<file path="src/hdl/vcc_pkg.sv">
// Constants, types and register map of the voltage comparator control block.
package vcc_pkg;

    localparam int ADDR_W = 12;

    localparam logic [11:0] OFF_START = 12'h000;
    localparam logic [11:0] OFF_STOP = 12'h004;
    localparam logic [11:0] OFF_SAMPLE = 12'h008;
    localparam logic [11:0] OFF_READY = 12'h100;
    localparam logic [11:0] OFF_DOWN = 12'h104;
    localparam logic [11:0] OFF_UP = 12'h108;
    localparam logic [11:0] OFF_CROSS = 12'h10c;
    localparam logic [11:0] OFF_LINKS = 12'h200;
    localparam logic [11:0] OFF_IRQ_EN = 12'h300;
    localparam logic [11:0] OFF_IRQ_SET = 12'h304;
    localparam logic [11:0] OFF_IRQ_CLR = 12'h308;
    localparam logic [11:0] OFF_OUTCOME = 12'h400;
    localparam logic [11:0] OFF_ENABLE = 12'h500;
    localparam logic [11:0] OFF_PSEL = 12'h504;
    localparam logic [11:0] OFF_REFERENCE_SOURCE_SELECT = 12'h508;
    localparam logic [11:0] OFF_EXTREF = 12'h50c;
    localparam logic [11:0] OFF_LADDER = 12'h530;
    localparam logic [11:0] OFF_MODE = 12'h534;
    localparam logic [11:0] OFF_DEADBAND = 12'h538;

    // Flag index order is also the bit order of the interrupt enables.
    localparam int NUM_FLAGS = 4;
    localparam int FLG_READY = 0;
    localparam int FLG_DOWN = 1;
    localparam int FLG_UP = 2;
    localparam int FLG_CROSS = 3;
    localparam logic [11:0] FLAG_OFFS [0:3] = '{OFF_READY, OFF_DOWN, OFF_UP, OFF_CROSS};

    // Event to task links.
    localparam int LNK_READY_SAMPLE = 0;
    localparam int LNK_READY_STOP = 1;
    localparam int LNK_DOWN_STOP = 2;
    localparam int LNK_UP_STOP = 3;
    localparam int LNK_CROSS_STOP = 4;

    // Writable bits of each configuration register.
    localparam logic [31:0] MASK_LINKS = 32'h0000001f;
    localparam logic [31:0] MASK_IRQ = 32'h0000000f;
    localparam logic [31:0] MASK_ENABLE = 32'h00000003;
    localparam logic [31:0] MASK_SEL3 = 32'h00000007;
    localparam logic [31:0] MASK_LADDER = 32'h00003f3f;
    localparam logic [31:0] MASK_MODE = 32'h00000103;
    localparam logic [31:0] MASK_DEADBAND = 32'h00000001;
    localparam logic [31:0] REG_RESET = 32'h00000000;

    localparam int LVL_W = 6;
    localparam int LADDER_LOW_LSB = 0;
    localparam int LADDER_UP_LSB = 8;
    localparam int MODE_SPEED_LSB = 0;
    localparam int MODE_DIFF_BIT = 8;
    localparam int DEADBAND_BIT = 0;

    localparam logic [1:0] SPEED_LOW = 2'h0;
    localparam logic [1:0] SPEED_NORMAL = 2'h1;
    localparam logic [1:0] SPEED_HIGH = 2'h2;

    localparam logic [2:0] PSEL_HALF_SUPPLY = 3'h7;
    localparam logic [2:0] REF_INT_1V2 = 3'h0;
    localparam logic [2:0] REF_INT_1V8 = 3'h1;
    localparam logic [2:0] REF_INT_2V4 = 3'h2;
    localparam logic [2:0] REF_SUPPLY = 3'h4;
    localparam logic [2:0] REF_PIN = 3'h5;

    localparam logic [1:0] RESP_OKAY = 2'h0;
    localparam logic [1:0] RESP_SLVERR = 2'h2;

    localparam int CLK_NS = 20;
    localparam int STARTUP_NS = 1000;
    localparam int STARTUP_CYC = (STARTUP_NS + CLK_NS - 1) / CLK_NS;
    localparam int WARM_W = 8;
    localparam logic [WARM_W-1:0] WARM_LAST = WARM_W'(STARTUP_CYC - 1);

    typedef enum logic [1:0] {
        VCC_IDLE = 2'b00,
        VCC_WARMUP = 2'b01,
        VCC_RUN = 2'b11
    } vcc_state_e;

    typedef struct packed {
        logic awvalid;
        logic [ADDR_W-1:0] awaddr;
        logic wvalid;
        logic [31:0] wdata;
        logic [3:0] wstrb;
        logic bready;
        logic arvalid;
        logic [ADDR_W-1:0] araddr;
        logic rready;
    } vcc_axil_req_s;

    typedef struct packed {
        logic awready;
        logic wready;
        logic bvalid;
        logic [1:0] bresp;
        logic arready;
        logic rvalid;
        logic [31:0] rdata;
        logic [1:0] rresp;
    } vcc_axil_rsp_s;

endpackage : vcc_pkg

</file>
<file path="src/hdl/vcc_axil_slave.sv">
// AXI4-Lite slave front end that turns bus channels into one write strobe and a read lookup.
`timescale 1ns/1ps
module vcc_axil_slave
    import vcc_pkg::*;
(
    // Clock and reset
    input wire logic clock,
    input wire logic rst_n,
    // Bus
    input wire vcc_axil_req_s req,
    output vcc_axil_rsp_s rsp,
    // Register file side
    output logic wr_en,
    output logic [ADDR_W-1:0] wr_addr,
    output logic [31:0] wr_data,
    output logic [3:0] wr_strb,
    input wire logic wr_err,
    output logic [ADDR_W-1:0] rd_addr,
    input wire logic [31:0] rd_data,
    input wire logic rd_err
);

    logic aw_held;
    logic w_held;
    logic bvalid;
    logic [1:0] bresp;
    logic rvalid;
    logic [31:0] rdata;
    logic [1:0] rresp;

    // Address and data are held separately so they may arrive in either order.
    assign wr_en = aw_held && w_held && !bvalid;
    assign rd_addr = req.araddr;

    always_ff @(posedge clock) begin
        if (!rst_n) begin
            aw_held <= 1'b0;
            wr_addr <= '0;
        end else if (req.awvalid && !aw_held) begin
            aw_held <= 1'b1;
            wr_addr <= req.awaddr;
        end else if (wr_en) begin
            aw_held <= 1'b0;
        end
    end

    always_ff @(posedge clock) begin
        if (!rst_n) begin
            w_held <= 1'b0;
            wr_data <= '0;
            wr_strb <= '0;
        end else if (req.wvalid && !w_held) begin
            w_held <= 1'b1;
            wr_data <= req.wdata;
            wr_strb <= req.wstrb;
        end else if (wr_en) begin
            w_held <= 1'b0;
        end
    end

    always_ff @(posedge clock) begin
        if (!rst_n) begin
            bvalid <= 1'b0;
            bresp <= RESP_OKAY;
        end else if (wr_en) begin
            bvalid <= 1'b1;
            bresp <= wr_err ? RESP_SLVERR : RESP_OKAY;
        end else if (req.bready) begin
            bvalid <= 1'b0;
        end
    end

    always_ff @(posedge clock) begin
        if (!rst_n) begin
            rvalid <= 1'b0;
            rdata <= '0;
            rresp <= RESP_OKAY;
        end else if (req.arvalid && !rvalid) begin
            rvalid <= 1'b1;
            rdata <= rd_data;
            rresp <= rd_err ? RESP_SLVERR : RESP_OKAY;
        end else if (req.rready) begin
            rvalid <= 1'b0;
        end
    end

    always_comb begin
        rsp = '0;
        rsp.awready = !aw_held;
        rsp.wready = !w_held;
        rsp.bvalid = bvalid;
        rsp.bresp = bresp;
        rsp.arready = !rvalid;
        rsp.rvalid = rvalid;
        rsp.rdata = rdata;
        rsp.rresp = rresp;
    end

endmodule : vcc_axil_slave

</file>
<file path="src/hdl/vcc_top.sv">
// Digital control of the voltage comparator: registers, start-up sequencing, events and ladder steering.
//
// Our own choice: the AXI4-Lite interface to the registers.
`timescale 1ns/1ps
module vcc_top
    import vcc_pkg::*;
(
    // Clock and reset
    input wire logic clock,
    input wire logic rst_n,
    // Register bus
    input wire vcc_axil_req_s axil_req,
    output vcc_axil_rsp_s axil_rsp,
    // Analog comparator core
    input wire logic core_above_async,
    output logic core_power,
    output logic [1:0] core_speed,
    output logic core_diff_mode,
    output logic core_diff_diff_deadband_enable,
    output logic [2:0] pos_select,
    output logic [2:0] ref_source,
    output logic [2:0] ext_ref_pin,
    output logic [LVL_W-1:0] ladder_level,
    output logic pins_claimed,
    // Interrupt request
    output logic irq
);

    logic wr_en;
    logic [ADDR_W-1:0] wr_addr;
    logic [31:0] wr_data;
    logic [3:0] wr_strb;
    logic wr_err;
    logic [ADDR_W-1:0] rd_addr;
    logic [31:0] rd_data;
    logic rd_err;

    logic [31:0] enable_r;
    logic [31:0] psel_r;
    logic [31:0] reference_source_select_r;
    logic [31:0] extref_r;
    logic [31:0] ladder_r;
    logic [31:0] mode_r;
    logic [31:0] deadband_r;
    logic [31:0] links_r;
    logic [31:0] irq_en_r;
    logic [NUM_FLAGS-1:0] flag;
    logic [NUM_FLAGS-1:0] ev;
    logic outcome;

    vcc_state_e state;
    vcc_state_e next_state;
    logic [WARM_W-1:0] warm_cnt;
    logic cmp_meta;
    logic cmp_sync;
    logic prev_above;
    logic enabled;
    logic running;
    logic start_p;
    logic stop_p;
    logic sample_p;

    function automatic logic addr_known(input logic [ADDR_W-1:0] a);
        logic ok;
        ok = 1'b0;
        case (a)
            OFF_START, OFF_STOP, OFF_SAMPLE, OFF_READY, OFF_DOWN, OFF_UP, OFF_CROSS,
            OFF_LINKS, OFF_IRQ_EN, OFF_IRQ_SET, OFF_IRQ_CLR, OFF_OUTCOME, OFF_ENABLE,
            OFF_PSEL, OFF_REFERENCE_SOURCE_SELECT, OFF_EXTREF, OFF_LADDER, OFF_MODE, OFF_DEADBAND: ok = 1'b1;
            default: ok = 1'b0;
        endcase
        return ok;
    endfunction : addr_known

    // Byte lanes outside the strobe keep their old contents; bits outside the mask stay zero.
    function automatic logic [31:0] merge(input logic [31:0] old, input logic [31:0] mask);
        logic [31:0] v;
        v = old;
        for (int b = 0; b < 4; b++) begin
            if (wr_strb[b]) begin
                v[8*b +: 8] = wr_data[8*b +: 8];
            end
        end
        return v & mask;
    endfunction : merge

    function automatic logic hit(input logic [ADDR_W-1:0] off);
        return wr_en && (wr_addr == off);
    endfunction : hit

    vcc_axil_slave u_bus (
        .clock(clock),
        .rst_n(rst_n),
        .req(axil_req),
        .rsp(axil_rsp),
        .wr_en(wr_en),
        .wr_addr(wr_addr),
        .wr_data(wr_data),
        .wr_strb(wr_strb),
        .wr_err(wr_err),
        .rd_addr(rd_addr),
        .rd_data(rd_data),
        .rd_err(rd_err)
    );

    assign wr_err = !addr_known(wr_addr);
    assign rd_err = !addr_known(rd_addr);

    // The core output is asynchronous to the bus clock, so it is resynchronised first.
    always_ff @(posedge clock) begin
        if (!rst_n) begin
            cmp_meta <= 1'b0;
            cmp_sync <= 1'b0;
            prev_above <= 1'b0;
        end else begin
            cmp_meta <= core_above_async;
            cmp_sync <= cmp_meta;
            prev_above <= cmp_sync;
        end
    end

    // Tasks are single-cycle pulses from bus writes of 1 or from event links.
    always_comb begin
        start_p = hit(OFF_START) && wr_strb[0] && wr_data[0];
        stop_p = hit(OFF_STOP) && wr_strb[0] && wr_data[0];
        sample_p = hit(OFF_SAMPLE) && wr_strb[0] && wr_data[0];
        sample_p = sample_p || (links_r[LNK_READY_SAMPLE] && ev[FLG_READY]);
        stop_p = stop_p || (links_r[LNK_READY_STOP] && ev[FLG_READY]) || (links_r[LNK_DOWN_STOP] && ev[FLG_DOWN])
            || (links_r[LNK_UP_STOP] && ev[FLG_UP]) || (links_r[LNK_CROSS_STOP] && ev[FLG_CROSS]);
    end

    assign enabled = enable_r[1:0] != 2'h0;
    assign running = state == VCC_RUN;

    always_comb begin
        next_state = state;
        if (!enabled || stop_p) begin
            next_state = VCC_IDLE;
        end else begin
            unique case (state)
                VCC_IDLE: begin
                    if (start_p) begin
                        next_state = VCC_WARMUP;
                    end
                end
                VCC_WARMUP: begin
                    if (warm_cnt == WARM_LAST) begin
                        next_state = VCC_RUN;
                    end
                end
                VCC_RUN: next_state = VCC_RUN;
                default: next_state = VCC_IDLE;
            endcase
        end
    end

    always_ff @(posedge clock) begin
        if (!rst_n) begin
            state <= VCC_IDLE;
        end else begin
            state <= next_state;
        end
    end

    always_ff @(posedge clock) begin
        if (!rst_n || state != VCC_WARMUP) begin
            warm_cnt <= '0;
        end else begin
            warm_cnt <= warm_cnt + WARM_W'(1);
        end
    end

    // Crossing events are only made while running, ready at the end of warm-up; the edge detector keeps tracking so no stale edge fires on entry.
    always_comb begin
        ev = '0;
        // Ready comes from the counter, not next_state, so a ready-to-stop link cannot close a loop.
        ev[FLG_READY] = (state == VCC_WARMUP) && (warm_cnt == WARM_LAST) && enabled;
        ev[FLG_UP] = running && cmp_sync && !prev_above;
        ev[FLG_DOWN] = running && !cmp_sync && prev_above;
        ev[FLG_CROSS] = ev[FLG_UP] || ev[FLG_DOWN];
    end

    generate
        for (genvar i = 0; i < NUM_FLAGS; i++) begin : g_flag
            // A new event wins over a clearing write in the same cycle.
            always_ff @(posedge clock) begin
                if (!rst_n) begin
                    flag[i] <= 1'b0;
                end else if (ev[i]) begin
                    flag[i] <= 1'b1;
                end else if (hit(FLAG_OFFS[i]) && wr_strb[0] && !wr_data[0]) begin
                    flag[i] <= 1'b0;
                end
            end
        end
    endgenerate

    assign irq = |(flag & irq_en_r[NUM_FLAGS-1:0]);

    always_ff @(posedge clock) begin
        if (!rst_n) begin
            irq_en_r <= REG_RESET;
        end else if (hit(OFF_IRQ_EN)) begin
            irq_en_r <= merge(irq_en_r, MASK_IRQ);
        end else if (hit(OFF_IRQ_SET) && wr_strb[0]) begin
            irq_en_r <= irq_en_r | (wr_data & MASK_IRQ);
        end else if (hit(OFF_IRQ_CLR) && wr_strb[0]) begin
            irq_en_r <= irq_en_r & ~(wr_data & MASK_IRQ);
        end
    end

    // Configuration is not locked while enabled; software is expected to set it up before enabling.
    always_ff @(posedge clock) begin
        if (!rst_n) begin
            enable_r <= REG_RESET;
            psel_r <= REG_RESET;
            reference_source_select_r <= REG_RESET;
            extref_r <= REG_RESET;
            ladder_r <= REG_RESET;
            mode_r <= REG_RESET;
            deadband_r <= REG_RESET;
            links_r <= REG_RESET;
        end else if (wr_en) begin
            unique case (wr_addr)
                OFF_ENABLE: enable_r <= merge(enable_r, MASK_ENABLE);
                OFF_PSEL: psel_r <= merge(psel_r, MASK_SEL3);
                OFF_REFERENCE_SOURCE_SELECT: reference_source_select_r <= merge(reference_source_select_r, MASK_SEL3);
                OFF_EXTREF: extref_r <= merge(extref_r, MASK_SEL3);
                OFF_LADDER: ladder_r <= merge(ladder_r, MASK_LADDER);
                OFF_MODE: mode_r <= merge(mode_r, MASK_MODE);
                OFF_DEADBAND: deadband_r <= merge(deadband_r, MASK_DEADBAND);
                OFF_LINKS: links_r <= merge(links_r, MASK_LINKS);
                default: ;
            endcase
        end
    end

    always_ff @(posedge clock) begin
        if (!rst_n) begin
            outcome <= 1'b0;
        end else if (sample_p) begin
            outcome <= cmp_sync;
        end
    end

    // Ladder tap follows the latest result, which forms the single-ended hysteresis loop.
    always_ff @(posedge clock) begin
        if (!rst_n) begin
            ladder_level <= '0;
        end else if (!core_diff_mode && cmp_sync) begin
            ladder_level <= ladder_r[LADDER_LOW_LSB +: LVL_W];
        end else begin
            ladder_level <= ladder_r[LADDER_UP_LSB +: LVL_W];
        end
    end

    always_ff @(posedge clock) begin
        if (!rst_n) begin
            core_power <= 1'b0;
            core_speed <= SPEED_LOW;
            core_diff_mode <= 1'b0;
            core_diff_diff_deadband_enable <= 1'b0;
            pos_select <= '0;
            ref_source <= '0;
            ext_ref_pin <= '0;
            pins_claimed <= 1'b0;
        end else begin
            core_power <= next_state != VCC_IDLE;
            core_speed <= (mode_r[MODE_SPEED_LSB +: 2] == 2'h3) ? SPEED_NORMAL : mode_r[MODE_SPEED_LSB +: 2];
            core_diff_mode <= mode_r[MODE_DIFF_BIT];
            core_diff_diff_deadband_enable <= mode_r[MODE_DIFF_BIT] && deadband_r[DEADBAND_BIT];
            pos_select <= psel_r[2:0];
            ref_source <= reference_source_select_r[2:0];
            ext_ref_pin <= extref_r[2:0];
            pins_claimed <= enabled;
        end
    end

    always_comb begin
        rd_data = '0;
        unique case (rd_addr)
            OFF_READY: rd_data[0] = flag[FLG_READY];
            OFF_DOWN: rd_data[0] = flag[FLG_DOWN];
            OFF_UP: rd_data[0] = flag[FLG_UP];
            OFF_CROSS: rd_data[0] = flag[FLG_CROSS];
            OFF_LINKS: rd_data = links_r;
            OFF_IRQ_EN, OFF_IRQ_SET, OFF_IRQ_CLR: rd_data = irq_en_r;
            OFF_OUTCOME: rd_data[0] = outcome;
            OFF_ENABLE: rd_data = enable_r;
            OFF_PSEL: rd_data = psel_r;
            OFF_REFERENCE_SOURCE_SELECT: rd_data = reference_source_select_r;
            OFF_EXTREF: rd_data = extref_r;
            OFF_LADDER: rd_data = ladder_r;
            OFF_MODE: rd_data = mode_r;
            OFF_DEADBAND: rd_data = deadband_r;
            default: rd_data = '0;
        endcase
    end

    localparam int WARM_MIN = STARTUP_CYC;

    // Edges since an accepted start, counted apart from the sequencer so the ready check stays independent.
    logic [WARM_W-1:0] warm_seen;

    always_ff @(posedge clock) begin
        if (!rst_n || !enabled || stop_p) begin
            warm_seen <= '0;
        end else if (state == VCC_IDLE && start_p) begin
            warm_seen <= WARM_W'(1);
        end else if (warm_seen != '0 && warm_seen != '1) begin
            warm_seen <= warm_seen + WARM_W'(1);
        end
    end
endmodule : vcc_top

</file>
<file path="config.mk">
export PLATFORM = sky130hd
export DESIGN_NAME = vcc_top
export DESIGN_NICKNAME = d
export VERILOG_FILES = /design/src/hdl/vcc_pkg.sv /design/src/hdl/vcc_axil_slave.sv /design/src/hdl/vcc_top.sv
export SDC_FILE = /design/constraint.sdc
export NUM_CORES = 1
export LEC_CHECK = 0
export ABC_AREA = 1
export BUFFER_PORTS_ARGS = -buffer_cell sky130_fd_sc_hd__buf_2
export CORE_ASPECT_RATIO = 1.25
export CORE_MARGIN = 2
export CORE_UTILIZATION = 45
export CTS_CLUSTER_DIAMETER = 200
export DETAILED_ROUTE_END_ITERATION = 8
export GPL_TIMING_DRIVEN = 1
export PLACE_DENSITY = 0.79
export RECOVER_POWER = 50
export SYNTH_ARGS = -nofsm -noshare
export SYNTH_HDL_FRONTEND = slang
export SYNTH_HIERARCHICAL = 1
export SYNTH_SLANG_ARGS = --single-unit
</file>
<file path="constraint.sdc">
create_clock -name clock -period 1.6 [get_ports clock]
set_input_delay 0.24 -clock clock [delete_from_list [all_inputs] [get_ports clock]]
set_output_delay 0.24 -clock clock [all_outputs]
set_load 0.01 [all_outputs]
</file>
==> results.sh, run 1 <==
export IMPL_nFillCells=1314
export IMPL_grt_start_max_net_pins=57
export IMPL_power_report_internal_total_mw=6.301
export IMPL_cp_required_ns=1.95
export IMPL_criticalPathCategory="register to register"
export IMPL_drc_errors=0
export IMPL_final_instance_count_excl_fill=1189
export IMPL_final_net_count=1071
export IMPL_numCtsBuffers=17
export IMPL_core_area_um2=13630
export IMPL_min_path_type="input port to register"
export IMPL_crit_arrival_ns=1.85
export IMPL_totalWireLength_mm=14.48
export IMPL_route_detailed_vias_per_inst=4.844
export IMPL_switching_share_pct=24.85
export IMPL_synthesis_yosys_warnings=6
export IMPL_worst_r2r_setup_slack_ns=0.1
export IMPL_syn_area_um2=6215
export IMPL_area_delta_synth_final_pct=19.89
export IMPL_ratio_of_total_power_to_cell_area_nw_per_um2=1125
export IMPL_post_place_cells=1153
export IMPL_via_count=5759
export IMPL_fin_ws_ns=0.09504
export IMPL_grt_overflow_total=0
export IMPL_tritoncts="built"
export IMPL_initial_core_util_pct=45.59
export IMPL_avgRoutedWirePerCell_um=12.18
export IMPL_grt_pass1_vias=5220
export IMPL_regToRegStartpoint="u_bus/wr_addr[10]"
export IMPL_initial_antenna_violation_count=0
export IMPL_detailedPlace_worstSlack_ns=-0.02932
export IMPL_cts_path_max_buffers=2
export IMPL_drt_first_pass_iters=5
export IMPL_critical_path_reg2reg_endpoint="links_r[2]"
export IMPL_antenna_violating_nets_post_route=0
export IMPL_finalCriticalPeriod_ns=1.505
export IMPL_p_switching_mw=2.084
export IMPL_cts_hold_buffers_added=0
export IMPL_clock_root_buffer="clkbuf_16"
export IMPL_groute_usage_overall_pct=20.28
export IMPL_finalHoldViolCount=0
export IMPL_area_sequential_um2=2783
export IMPL_post_synth_inst_count=878
export IMPL_clk_sink_count=139
export IMPL_clock_latency_ns=0.42
export IMPL_h_tree_depth=4
export IMPL_detailed_place_area_um2=6868
export IMPL_ff2ff_path_depth=7
export IMPL_comb_power_share_pct=8.7
export IMPL_timing_setup_tns_ns=0
export IMPL_post_synth_cell_area_avg_um2=7.078
export IMPL_antennaDiodeCount=0
export IMPL_proportion_of_layout_cells_with_a_drive_suffix_above_1_pct=14.99
export IMPL_outcome="finished, final reports clean"
export IMPL_p_clk_share_pct=47.3
export IMPL_drt_initial_drc_count=388
export IMPL_place_port_buffers=106
export IMPL_dp_hpwl_mm=10.35
export IMPL_combined_area_of_the_multi_input_logic_cells_um2=2756
export IMPL_timing_critical_path_from_type="register"
export IMPL_final_cell_area_um2=7451
export IMPL_path_max_fanout=6
export IMPL_clock_skew_final_ns=0.006764
export IMPL_irDropWorstVdd_uv=1037
export IMPL_power_share_sequential_pct=44.0
export IMPL_die_width_um=109.1
export IMPL_final_core_util_pct=54.65
export IMPL_min_period_over_period_pct=94.06
export IMPL_num_rows=48
export IMPL_worstMarginPinSlew_ns=0.6451
export IMPL_critical_path_endpoint_type="register"
export IMPL_max_cap_viol_count=0
export IMPL_hold_depth=3
export IMPL_area_of_the_die_um2=14770
export IMPL_boundary_pins=131
export IMPL_hold_end="cmp_meta"
export IMPL_setup_violations=0
export IMPL_timing_slew_headroom_pct=56.89
export IMPL_clkTransAtPathRegs_ns=0.06
export IMPL_timing_final_max_slew_violations=0
export IMPL_die_height_um=135.4
export IMPL_clock_fmax_mhz=664.5
export IMPL_worstHoldStart="core_above_async"
export IMPL_total_leakage_power_nw=3.490
export IMPL_first_pass_grt_wire_length_mm=23.69
export IMPL_gpl_wtd_cong=0.9301
[cell type report]
cell class,instances,share of cell area [%]
clock buffers,17,5.709
clock inverters,15,2.334
inverters,108,5.575
multi-input cells,602,36.99
flip-flops and latches,139,37.35
well taps,175,2.939
repair buffers,133,9.102
[state kept, by name, summed over array words and instances, names as in the netlist, 4 cells and up, named ones only]
name           cells
warm_cnt           8
u_bus/rdata       32
u_bus/wr_data     12
links_r            5
ladder_level       6
ladder_r          12
flag               4
u_bus/wr_addr     12
[metal layers]
| layer | wire length [µm] | vias to the layer above | track usage [%] |
|---|---|---|---|
| met5 | 0 | - | 0 |
| met4 | 399 | 0 | 10.19 |
| met3 | 914 | 40 | 4.618 |
| met2 | 7005 | 194 | 33.47 |
| met1 | 6162 | 2551 | 24.54 |
| li1 | - | 2974 | - |
[worst max-delay path by stage]
stage,start,endpoint,slack (ns),depth (start not counted)
finish,u_bus/wr_addr[10],links_r[2],0.1,7
global route,u_bus/bvalid,links_r[2],-0.06,10
CTS,u_bus/bvalid,links_r[3],0.04,10
detailed placement,axil_req[9],u_bus/rdata[1],-0.03,11
global placement,axil_req[11],u_bus/rdata[0],0.009,13
floorplan,axil_req[9],u_bus/rdata[0],0.14,13
[per-stage QoR]
| stage | total power [mW] | hold slack, ns |
|---|---|---|
| floorplan | 4.300 | 0.3376 |
| global placement | 4.480 | 0.3976 |
| detailed placement | 4.499 | 0.4030 |
| CTS | 8.452 | 0.01492 |
| global route | 8.722 | 0.03915 |
| finish | 8.385 | 0.02364 |
[repair_timing]
| item | in CTS | in global routing |
|---|---|---|
| buffers inserted | 0 | 4 |
| setup endpoints to repair | 0 | 25 |
| resized for setup | 0 | 11 |
[power groups by stage]
stage	Clock [mW]	Combinational, mW	Sequential [mW]
3_3_place_gp	0	0.722	3.76
6_report	3.97	0.730	3.69
3_5_place_dp	0	0.737	3.76
5_1_grt	4.18	0.833	3.71
2_1_floorplan	0	0.520	3.78
4_1_cts	4.02	0.742	3.69
[worst max-delay path, cell delays in order (launching register included)]
cell     delay, ns
dfxtp_1       0.34
nor2_1        0.16
nand2_1       0.10
nor2_1        0.29
nand3_4       0.16
inv_4         0.10
o21ai_0       0.11
a21oi_1       0.18
[cell usage in the layout (no fill, tap or decap), types with 3 or more instances in the layout]
master       n
a211oi_1     3
nand3_1     49
nor2_2       7
nor3_1      10
buf_2       61
nor2_1     211
o21ai_1     22
inv_2        5
nand2_2      6
inv_1      100
clkinv_4     4
bufinv_16    3
conb_1      22
nand2_4      3
dfxtp_1    139
clkbuf_1    48
a21oi_1     26
nor2_4       5
buf_4       22
nand3_2      3
clkbuf_16   17
nand4_1     11
o21ai_0     76
o211ai_1     3
nand2_1    129
clkinv_2     5
No activity file was read; power rests on OpenSTA's default activity.
==> inputs of run 2 (changes only) <==
--- a/config.mk
+++ b/config.mk
@@ -9,11 +9,12 @@
 export BUFFER_PORTS_ARGS = -buffer_cell sky130_fd_sc_hd__buf_2
 export CORE_ASPECT_RATIO = 1.25
 export CORE_MARGIN = 2
-export CORE_UTILIZATION = 45
+export CORE_UTILIZATION = 55
+export CTS_BUF_LIST = sky130_fd_sc_hd__clkbuf_2
 export CTS_CLUSTER_DIAMETER = 200
 export DETAILED_ROUTE_END_ITERATION = 8
 export GPL_TIMING_DRIVEN = 1
-export PLACE_DENSITY = 0.79
+export PLACE_DENSITY = 0.91
 export RECOVER_POWER = 50
 export SYNTH_ARGS = -nofsm -noshare
 export SYNTH_HDL_FRONTEND = slang
==> run 2 against run 1 <==
The run now ends with setup timing left. Clock skew increased by 0.025 ns. Critical path depth is 4 lower. Combinational power grew 18%. Maximum frequency down 11%. Global-route usage up 6.2 points. Count of clock-buffer cells in the layout increased by 2. Via count is 6.9% higher. Critical endpoint is now irq.
==> results.sh, run 2 (synthesis gave the netlist of run 1 again) <==
export IMPL_groute_usage_overall_pct=26.46
export IMPL_boundary_pins=131
export IMPL_p_clk_share_pct=29.3
export IMPL_numCtsBuffers=17
export IMPL_finalHoldViolCount=0
export IMPL_switching_share_pct=29.80
export IMPL_crit_arrival_ns=1.46
export IMPL_clk_sink_count=139
export IMPL_timing_final_max_slew_violations=0
export IMPL_area_delta_synth_final_pct=21.34
export IMPL_clock_skew_final_ns=0.03225
export IMPL_finalCriticalPeriod_ns=1.699
export IMPL_drc_errors=0
export IMPL_drt_first_pass_iters=5
export IMPL_power_report_internal_total_mw=4.529
export IMPL_die_width_um=99.08
export IMPL_p_switching_mw=1.922
export IMPL_comb_power_share_pct=13.3
export IMPL_ratio_of_total_power_to_cell_area_nw_per_um2=855.4
export IMPL_area_of_the_die_um2=12170
export IMPL_place_port_buffers=106
export IMPL_combined_area_of_the_multi_input_logic_cells_um2=2743
export IMPL_die_height_um=122.8
export IMPL_power_share_sequential_pct=57.4
export IMPL_gpl_wtd_cong=0.9636
export IMPL_irDropWorstVdd_uv=643.6
export IMPL_clkTransAtPathRegs_ns=0.22
export IMPL_wl_met2_mm=8.210
export IMPL_antenna_violating_nets_post_route=0
export IMPL_final_net_count=1121
export IMPL_timing_slew_headroom_pct=42.51
export IMPL_dr_wl_met3_mm=1.023
export IMPL_clock_fmax_mhz=588.6
export IMPL_cts_path_max_buffers=2
export IMPL_min_path_type="input port to register"
export IMPL_core_area_um2=11080
export IMPL_layout_cells_most_common_list="nor2_1, nand2_1, dfxtp_1"
export IMPL_drt_initial_drc_count=520
export IMPL_initial_antenna_violation_count=1
export IMPL_max_cap_viol_count=0
export IMPL_setup_violations=3
export IMPL_outcome="finished, violations left"
export IMPL_fin_ws_ns=-0.09892
export IMPL_initial_core_util_pct=56.07
export IMPL_first_pass_grt_wire_length_mm=26.01
export IMPL_grt_pass1_vias=5794
export IMPL_tritoncts="built"
export IMPL_critical_path_endpoint_type="primary output"
export IMPL_nFillCells=933
export IMPL_area_sequential_um2=2803
export IMPL_timing_critical_path_from_type="register"
export IMPL_top_layer="met4"
export IMPL_final_common_cell="nor2_1"
export IMPL_worstMarginPinSlew_ns=0.8624
export IMPL_clock_root_buffer="clkbuf_2"
export IMPL_cp_required_ns=1.36
export IMPL_violations="setup timing"
export IMPL_largest_register_ffs=32
export IMPL_route_detailed_vias_per_inst=5.129
export IMPL_totalWireLength_mm=16.20
export IMPL_clock_latency_ns=0.71
export IMPL_final_core_util_pct=68.04
export IMPL_via_count=6155
export IMPL_timing_setup_tns_ns=-0.1202
export IMPL_min_period_over_period_pct=106.2
export IMPL_num_rows=43
export IMPL_grt_start_max_net_pins=74
export IMPL_avgRoutedWirePerCell_um=13.50
export IMPL_total_leakage_power_nw=3.657
export IMPL_h_tree_depth=4
export IMPL_proportion_of_layout_cells_with_a_drive_suffix_above_1_pct=20.49
export IMPL_grt_overflow_total=0
export IMPL_dp_hpwl_mm=10.63
export IMPL_criticalPathCategory="register to primary output"
export IMPL_path_max_fanout=2
export IMPL_regMostFlops="u_bus/rdata"
export IMPL_holdWs_ns=0.1690
export IMPL_wl_met1_mm=6.294
export IMPL_grt_setup_unrepaired="yes"
run 2: per-stage QoR:
stage / instances / cell area [µm²] / power [mW] / setup WS (ns)
3_5_place_dp: 1115 / 6833 / 4.499 / -0.007459
3_3_place_gp: 1115 / 6833 / 4.471 / 0.008103
6_report: 1200 / 7541 / 6.451 / -0.09892
4_1_cts: 1193 / 7502 / 6.413 / -0.1045
5_1_grt: 1200 / 7541 / 6.728 / -0.1431
2_1_floorplan: 898 / 6290 / 4.300 / 0.1404
run 2: per-layer routing:
layer,vias up,global-route usage [%]
li1,3073,-
met3,61,5.125
met1,2752,29.82
met4,0,12.93
met5,-,0
met2,269,47.64
run 2: area by class of cell:
| type | count | area share (%) |
|---|---|---|
| Inverter | 108 | 5.376 |
| Antenna cell | 1 | 0.03318 |
| Clock inverter | 13 | 1.560 |
| Sequential cell | 139 | 37.17 |
| Timing Repair Buffer | 183 | 15.99 |
| Multi-Input combinational cell | 602 | 36.37 |
| Tap cell | 135 | 2.240 |
| Clock buffer | 19 | 1.261 |
run 2: timing repair:
| action | CTS | global route |
|---|---|---|
| endpoints found under the hold margin | 41 | 0 |
| setup endpoints to repair | 1 | 38 |
| pin swaps | 1 | 7 |
| resized for setup | 7 | 29 |
| gates cloned | 0 | 0 |
| setup buffers | 5 | 6 |
| hold buffers | 41 | 0 |
run 2: path summary, 6_finish.rpt:
check,from,end,slack [ns],cells past startpoint
max,flag[0],irq,-0.1,3
min,axil_req[3],u_bus/rresp[1],0.17,7
max reg2reg,u_bus/aw_held,u_bus/wr_addr[6],-0.01,6
min reg2reg,cmp_meta,cmp_sync,0.43,2
run 2: power by group through the flow:
stage                     Combinational, mW  Clock, mW  Sequential [mW]
after floorplan                       0.520          0             3.78
after global placement                0.713          0             3.76
final                                 0.859       1.89             3.70
after CTS                             0.818       1.90             3.69
after detailed placement              0.735          0             3.76
after global routing                  0.955       2.05             3.72
run 2: critical path, stage by stage, from the launching register on:
cell,delay [ns]
dfxtp_2,0.38
nand2_1,0.05
nand4_1,0.15
buf_2,0.18
